==> src/prio_pkg.sv <==
// shared constants and types for the interrupt priority level bank
package prio_pkg;
    // ********************
    // bus and register map
    // ********************
    localparam int ADDR_W = 28;
    localparam int DATA_W = 16;
    localparam logic [ADDR_W-1:0] OFS_LINE_LOW   = 28'h5FFFF84;
    localparam logic [ADDR_W-1:0] OFS_LINE_HIGH  = 28'h5FFFF86;
    localparam logic [ADDR_W-1:0] OFS_DMA_TIMER  = 28'h5FFFF88;
    localparam logic [ADDR_W-1:0] OFS_TIMER_SER  = 28'h5FFFF8A;
    localparam logic [ADDR_W-1:0] OFS_SER_BUS_WD = 28'h5FFFF8C;
    localparam logic [DATA_W-1:0] RST_LEVELS     = 16'h0000;
    localparam logic [DATA_W-1:0] RD_IDLE        = 16'h0000;

    // ********************
    // level fields
    // ********************
    localparam int LVL_W   = 4;
    localparam int NIB_TOP = 3;
    localparam int NIB_HI  = 2;
    localparam int NIB_LO  = 1;
    localparam int NIB_BOT = 0;
    localparam logic [LVL_W-1:0] LVL_MASKED = 4'h0;

    // ********************
    // request sources
    // ********************
    localparam int NUM_EXT = 8;
    localparam int NUM_DMA = 4;
    localparam int NUM_TMR = 5;
    localparam int NUM_SER = 2;
    localparam int NUM_SRC = 23;
    localparam int SRC_W   = 5;
    localparam int SRC_DMA = 8;
    localparam int SRC_TMR = 12;
    localparam int SRC_SER = 17;
    localparam int SRC_PAR = 19;
    localparam int SRC_ADC = 20;
    localparam int SRC_WDT = 21;
    localparam int SRC_REF = 22;
    localparam logic [SRC_W-1:0] SRC_NONE = 5'h00;
    localparam logic [NUM_EXT-1:0] PIN_IDLE = 8'hFF;

    typedef struct packed {
        logic [DATA_W-1:0] line_low;
        logic [DATA_W-1:0] line_high;
        logic [DATA_W-1:0] dma_timer;
        logic [DATA_W-1:0] timer_serial;
        logic [DATA_W-1:0] serial_bus_wd;
    } level_regs_t;
endpackage

==> src/level_sync.sv <==
// two-flop synchroniser for the external request pins
`timescale 1ns/1ps
module level_sync (
    input  wire logic                        core_clk,
    input  wire logic                        rst,
    input  wire logic [prio_pkg::NUM_EXT-1:0] pin_n,
    output logic      [prio_pkg::NUM_EXT-1:0] sync_n
);
    import prio_pkg::*;

    typedef struct packed {
        logic [NUM_EXT-1:0] stage1;
        logic [NUM_EXT-1:0] stage2;
    } sync_state_t;

    sync_state_t state_reg;
    sync_state_t state_next;

    always_comb begin
        state_next        = state_reg;
        state_next.stage1 = pin_n;
        state_next.stage2 = state_reg.stage1;
    end

    // idle-high reset so no line looks pending while reset lifts
    always_ff @(posedge core_clk or posedge rst) begin
        if (rst) begin
            state_reg <= {PIN_IDLE, PIN_IDLE};
        end else begin
            state_reg <= state_next;
        end
    end

    assign sync_n = state_reg.stage2;
endmodule

==> src/level_pick.sv <==
// picks the pending source with the highest nonzero level
`timescale 1ns/1ps
module level_pick (
    input  wire logic                                        core_clk,
    input  wire logic                                        rst,
    input  wire logic [prio_pkg::NUM_SRC-1:0]                 pending,
    input  wire logic [prio_pkg::NUM_SRC*prio_pkg::LVL_W-1:0] levels,
    output logic                                             irq_req,
    output logic      [prio_pkg::LVL_W-1:0]                  irq_level,
    output logic      [prio_pkg::SRC_W-1:0]                  irq_source
);
    import prio_pkg::*;

    typedef struct packed {
        logic             req;
        logic [LVL_W-1:0] level;
        logic [SRC_W-1:0] source;
    } pick_state_t;

    pick_state_t state_reg;
    pick_state_t state_next;

    // strict compare: on a tie the lower source number keeps the slot
    always_comb begin
        logic [LVL_W-1:0] cand;
        cand       = LVL_MASKED;
        state_next = '{req: 1'b0, level: LVL_MASKED, source: SRC_NONE};
        for (int i = 0; i < NUM_SRC; i++) begin
            cand = levels[i*LVL_W +: LVL_W];
            if (pending[i] && cand > state_next.level) begin
                state_next.req    = 1'b1;
                state_next.level  = cand;
                state_next.source = SRC_W'(i);
            end
        end
    end

    always_ff @(posedge core_clk or posedge rst) begin
        if (rst) begin
            state_reg <= '{req: 1'b0, level: LVL_MASKED, source: SRC_NONE};
        end else begin
            state_reg <= state_next;
        end
    end

    assign irq_req    = state_reg.req;
    assign irq_level  = state_reg.level;
    assign irq_source = state_reg.source;
endmodule

==> src/interrupt_priority_levels.sv <==
// priority level register bank and highest-level request selection
`timescale 1ns/1ps
module interrupt_priority_levels (
    input  wire logic                         core_clk,
    input  wire logic                         rst,
    input  wire logic [prio_pkg::ADDR_W-1:0]  addr,
    input  wire logic [prio_pkg::DATA_W-1:0]  wr_data,
    input  wire logic                         wr_en,
    input  wire logic                         rd_en,
    output logic      [prio_pkg::DATA_W-1:0]  rd_data,
    input  wire logic [prio_pkg::NUM_EXT-1:0] irq_pin_n,
    input  wire logic [prio_pkg::NUM_DMA-1:0] dma_req,
    input  wire logic [prio_pkg::NUM_TMR-1:0] timer_req,
    input  wire logic [prio_pkg::NUM_SER-1:0] serial_req,
    input  wire logic                         parity_req,
    input  wire logic                         adc_req,
    input  wire logic                         watchdog_req,
    input  wire logic                         refresh_req,
    output logic                              irq_req,
    output logic      [prio_pkg::LVL_W-1:0]   irq_level,
    output logic      [prio_pkg::SRC_W-1:0]   irq_source
);
    import prio_pkg::*;

    typedef struct packed {
        level_regs_t       regs;
        logic [DATA_W-1:0] rd_data;
    } bank_state_t;

    bank_state_t                  state_reg;
    bank_state_t                  state_next;
    logic [NUM_EXT-1:0]           irq_sync_n;
    logic [NUM_SRC-1:0]           pending;
    logic [NUM_SRC*LVL_W-1:0]     levels;

    // ********************
    // field decoding
    // ********************
    function automatic logic [LVL_W-1:0] nib(input logic [DATA_W-1:0] r, input int n);
        return r[n*LVL_W +: LVL_W];
    endfunction

    function automatic logic [LVL_W-1:0] level_of(input level_regs_t r, input int s);
        logic [LVL_W-1:0] v;
        v = LVL_MASKED;
        if (s < 4) begin
            v = nib(r.line_low, NIB_TOP - s);
        end else if (s < SRC_DMA) begin
            v = nib(r.line_high, NIB_TOP - (s - 4));
        end else if (s < SRC_DMA + 2) begin
            v = nib(r.dma_timer, NIB_TOP);
        end else if (s < SRC_TMR) begin
            v = nib(r.dma_timer, NIB_HI);
        end else if (s < SRC_TMR + 2) begin
            v = nib(r.dma_timer, NIB_LO - (s - SRC_TMR));
        end else if (s < SRC_SER + 1) begin
            v = nib(r.timer_serial, NIB_TOP - (s - SRC_TMR - 2));
        end else if (s == SRC_SER + 1) begin
            v = nib(r.serial_bus_wd, NIB_TOP);
        end else if (s == SRC_PAR || s == SRC_ADC) begin
            v = nib(r.serial_bus_wd, NIB_HI);
        end else if (s == SRC_WDT || s == SRC_REF) begin
            v = nib(r.serial_bus_wd, NIB_LO);
        end
        return v;
    endfunction

    function automatic logic hit(input logic [ADDR_W-1:0] a, input logic [ADDR_W-1:0] ofs);
        return a == ofs;
    endfunction

    // true when some pending source sits strictly above the given level
    function automatic logic any_above(input logic [NUM_SRC-1:0]       p,
                                       input logic [NUM_SRC*LVL_W-1:0] l,
                                       input logic [LVL_W-1:0]         ref_lvl);
        logic found;
        found = 1'b0;
        for (int s = 0; s < NUM_SRC; s++) begin
            if (p[s] && l[s*LVL_W +: LVL_W] > ref_lvl) begin
                found = 1'b1;
            end
        end
        return found;
    endfunction

    // ********************
    // request side
    // ********************
    level_sync u_sync (
        .core_clk (core_clk),
        .rst      (rst),
        .pin_n    (irq_pin_n),
        .sync_n   (irq_sync_n)
    );

    // on-chip requests share core_clk, so only the pins are synchronised
    assign pending = {refresh_req, watchdog_req, adc_req, parity_req,
                      serial_req, timer_req, dma_req, ~irq_sync_n};

    always_comb begin
        levels = '0;
        for (int s = 0; s < NUM_SRC; s++) begin
            levels[s*LVL_W +: LVL_W] = level_of(state_reg.regs, s);
        end
    end

    level_pick u_pick (
        .core_clk   (core_clk),
        .rst        (rst),
        .pending    (pending),
        .levels     (levels),
        .irq_req    (irq_req),
        .irq_level  (irq_level),
        .irq_source (irq_source)
    );

    // ********************
    // register bank
    // ********************
    // unmapped reads answer zero; unmapped writes are dropped
    always_comb begin
        state_next         = state_reg;
        state_next.rd_data = RD_IDLE;
        if (wr_en) begin
            if (hit(addr, OFS_LINE_LOW))   state_next.regs.line_low      = wr_data;
            if (hit(addr, OFS_LINE_HIGH))  state_next.regs.line_high     = wr_data;
            if (hit(addr, OFS_DMA_TIMER))  state_next.regs.dma_timer     = wr_data;
            if (hit(addr, OFS_TIMER_SER))  state_next.regs.timer_serial  = wr_data;
            if (hit(addr, OFS_SER_BUS_WD)) state_next.regs.serial_bus_wd = wr_data;
        end
        if (rd_en) begin
            if (hit(addr, OFS_LINE_LOW))   state_next.rd_data = state_reg.regs.line_low;
            if (hit(addr, OFS_LINE_HIGH))  state_next.rd_data = state_reg.regs.line_high;
            if (hit(addr, OFS_DMA_TIMER))  state_next.rd_data = state_reg.regs.dma_timer;
            if (hit(addr, OFS_TIMER_SER))  state_next.rd_data = state_reg.regs.timer_serial;
            if (hit(addr, OFS_SER_BUS_WD)) state_next.rd_data = state_reg.regs.serial_bus_wd;
        end
    end

    always_ff @(posedge core_clk or posedge rst) begin
        if (rst) begin
            state_reg <= '{regs: '{RST_LEVELS, RST_LEVELS, RST_LEVELS, RST_LEVELS,
                                   RST_LEVELS}, rd_data: RD_IDLE};
        end else begin
            state_reg <= state_next;
        end
    end

    assign rd_data = state_reg.rd_data;
endmodule

==> config.mk <==
export PLATFORM = sky130hd
export DESIGN_NAME = interrupt_priority_levels
export DESIGN_NICKNAME = d
export VERILOG_FILES = /design/src/prio_pkg.sv /design/src/level_sync.sv /design/src/level_pick.sv /design/src/interrupt_priority_levels.sv
export SDC_FILE = /design/constraint.sdc
export NUM_CORES = 1
export LEC_CHECK = 0
export BUFFER_PORTS_ARGS = -buffer_cell sky130_fd_sc_hd__buf_2
export CAP_MARGIN = 15
export CORE_MARGIN = 4
export CORE_UTILIZATION = 40
export CTS_CLUSTER_DIAMETER = 120
export DETAILED_ROUTE_END_ITERATION = 10
export PLACE_DENSITY_LB_ADDON = 0.25
export SETUP_SLACK_MARGIN = 0.02
export SYNTH_ARGS = -nofsm -noshare
export SYNTH_HDL_FRONTEND = slang
export SYNTH_SLANG_ARGS = --single-unit
==> constraint.sdc <==
create_clock -name core_clk -period 35.3 [get_ports core_clk]
set_input_delay 3.53 -clock core_clk [delete_from_list [all_inputs] [get_ports core_clk]]
set_output_delay 3.53 -clock core_clk [all_outputs]
set_load 0.01 [all_outputs]
==> results_dict.tcl <==
set metrics [dict create \
    status "finished clean" \
    synthCells 1033 \
    cp.arrival_ps 33570 \
    fin_util_pct 48.6 \
    critPathBufInv 18 \
    syn_avg_cell_area_um2 9.34 \
    syn-cell-area_um2 9650 \
    vias 8378 \
    synthAdderAreaFrac_pct 8.49 \
    start_util_pct 40.9 \
    ant_nets 0 \
    relSlewSlack_pct 42.2 \
    dp_slack_ps -176 \
    grt_max_degree 68 \
    seq_area_um2 3070 \
    crit_path_frequent_cell "ha_1" \
    syn_to_final_growth_pct 18.9 \
    antenna_found_initial 1 \
    wl_mm 27.9 \
    timing.final.hold_violations 0 \
    synth_edf_count 0 \
    p_leak_nw 5.33 \
    multi_input_area_um2 6230 \
    clockBufferDepth 2 \
    synthTopCellsByArea "dfrtp_1 (27%), mux2_2 (11%), ha_1 (8.2%), dfstp_2 (4.4%), mux2i_1 (3.5%)" \
    n_antenna_cell 0 \
    numPortBuffers 96 \
    rrSetupSlack_ps 2040 \
    timing.final.crit_share_pct 94.2 \
    drt_iter0_drc 537 \
    critPathLaunchType "flop" \
    grt_pass1_vias 7848 \
    met2_usage_pct 32.5 \
    drcViolationCount 0 \
    grt.busiest_layer "met2" \
    fill_cells 2254 \
    yosysMostFrequentCell "dfrtp_1" \
    slowest_delay_ps 560 \
    yosys.area.top_type "dfrtp_1" \
    grtUsageTotal_pct 20.4 \
    first_pass_iters 5 \
    std_cell_rows 56 \
    crit_path_top_delay_cell "dfstp_2" \
    synth_common_cells "dfrtp_1 (106), mux2_2 (90), inv_1 (88)" \
    met1_usage_pct 28.7 \
    cts_tree "done" \
    path_clk_slew_ps 60 \
    drt-wirelength-per-cell_um 18.9 \
    critPathKind "flop to flop" \
    ys.flop_type "dfrtp_1" \
    largest_reg_flops 76 \
    placed_cells 1419 \
    yosysWarnings 0 \
    synth_top_family_by_area "compound AO/OA/AOI/OAI gates" \
    die_w_um 163 \
    nets 1279 \
    worst_slew_pin_slew_ps 864 \
    synth_compound_area_share_pct 22.0 \
    powerDensity_nw_per_um2 52.4 \
    post-dp-hpwl_mm 21.3 \
    setup_violations 0 \
    clk_latency_ps 420 \
    gp_congestion 0.880 \
    core-area_um2 23600 \
    synth_seq_cells 122 \
    worst_slack_ps 2040 \
    crit_fanout 8 \
    synth_fp_nets 1167 \
    root_buffer "clkbuf_16" \
    htreeDepth 4 \
    final.setup.tns_ps 0 \
    cts_hold_buf 0 \
    grt_util_met3_pct 3.84 \
    peakVddDrop_mv 0.0312 \
    pin_count 97 \
    cts-buffers-inserted 17 \
    synth_xor_xnor_area_share_pct 1.36 \
    grt_pass1_wl_mm 42.6 \
    cp-end-kind "flop" \
    cp.required_ps 35610 \
    synth_cell_type_count 106 \
    fmax_mhz 30.1 \
    die_area_um2 26700 \
    report.final.slew_viol_count 0 \
    finalHoldWorstSlack_ps 356 \
    viasPerCell 5.67 \
    crit_family "compound AO/OA/AOI/OAI gates" \
    muxShareOfSynthArea_pct 15.5 \
    die_h_um 163 \
    fin_worst_skew_ps 10.7 \
    synth_top_area_share_pct 27.5 \
    synthSimpleGateAreaFrac_pct 14.7 \
    synth-async-reset-ratio_pct 100 \
    grt_overflow 0 \
    period_minus_slack_ps 33260 \
    drive_gt1_share_pct 31.7 \
    ys_seq_area_share_pct 31.8 \
    hold_path_class "flop to flop" \
    cts_num_sinks 122 \
    drv_cap 0 \
    stdcell_count 1477 \
]
-- worst register-to-register path, delay by kind of cell, from the launching register on --
kind / cells / cell delay, ps
AOI/OAI and AO/OA: 69 / 13770
adders and majority gates: 23 / 6410
buffers and inverters: 18 / 1330
DFF: 1 / 560
muxes: 15 / 4250
and+or+nand+nor: 50 / 6870
-- repair_timing --
action                                  in CTS  in global routing
endpoints found under the setup margin       8                 10
resized for setup                            3                 62
pin swaps                                    0                 19
setup buffers                                0                 26
-- kinds of logic after synthesis --
kind of cell | after synthesis
compound gates | 282
simple gates | 278
buf+inv | 136
mux | 134
flops | 122
fa+ha+maj | 66
xor+xnor | 15
-- placed cells by master, fill, tap and decap left out, types with 9 or more instances in the layout --
cell       instances
o21ai_1           10
or3_1              9
a22oi_1           17
nand2b_1          10
a21boi_0          17
a21oi_2           13
buf_4             45
dfstp_2           16
nand4_1           10
a21oi_1           54
clkbuf_16         17
o211ai_1          10
nand3_1           32
nor2_1            59
ha_1              63
xnor2_1            9
nand2_1           75
nor2b_1           11
mux2i_1           31
inv_1             87
o21ai_0           30
a21o_1            14
and3_1            11
nor3_1            11
mux2_2            90
a31oi_1           13
buf_2             96
dfrtp_1          106
o21a_1            10
-- final timing paths --
| kind | to | depth (start not counted) | from |
|---|---|---|---|
| worst max-delay path | u_pick.irq_level[2]$_DFF_PP0_ | 175 | u_sync.sync_n[0]$_DFF_PP1_ |
| worst min-delay path | u_sync.sync_n[6]$_DFF_PP1_ | 0 | u_sync.state_next[6]$_DFF_PP1_ |
| worst max register to register | u_pick.irq_level[2]$_DFF_PP0_ | 175 | u_sync.sync_n[0]$_DFF_PP1_ |
| worst min register to register | u_sync.sync_n[6]$_DFF_PP1_ | 0 | u_sync.state_next[6]$_DFF_PP1_ |
| max in group asynchronous | levels[8]$_DFFE_PP0P_ | 3 | rst |
| min in group asynchronous | levels[10]$_DFFE_PP0P_ | 2 | rst |
-- power by group --
group          internal [mW]  leakage (nW)  total [mW]  switching (mW)
sequential             0.148          1.61       0.149         0.00141
combinational          0.126          3.43       0.267           0.141
clock                  0.118         0.301       0.185          0.0662
-- area by class of cell --
type / count / area share (%)
clock buffer: 18 / 3.74
inverter: 88 / 2.90
tap: 319 / 3.48
clock inverter: 14 / 1.69
timing repair buffer: 141 / 7.13
multi-input combinational: 775 / 54.3
sequential: 122 / 26.8
-- per-layer routing --
| metal | routed length, µm | vias up |
|---|---|---|
| met4 | 582 | 2 |
| met2 | 12800 | 235 |
| met5 | 13 | - |
| met3 | 1570 | 45 |
| li1 | - | 4035 |
| met1 | 12900 | 4061 |
-- per-stage QoR --
stage	total power [mW]	instance area [µm²]
2_1_floorplan	0.328	9650
3_3_place_gp	0.393	10400
3_5_place_dp	0.393	10400
4_1_cts	0.579	11100
5_1_grt	0.639	11500
6_report	0.601	11500
Power figures use the tool's default switching activity.
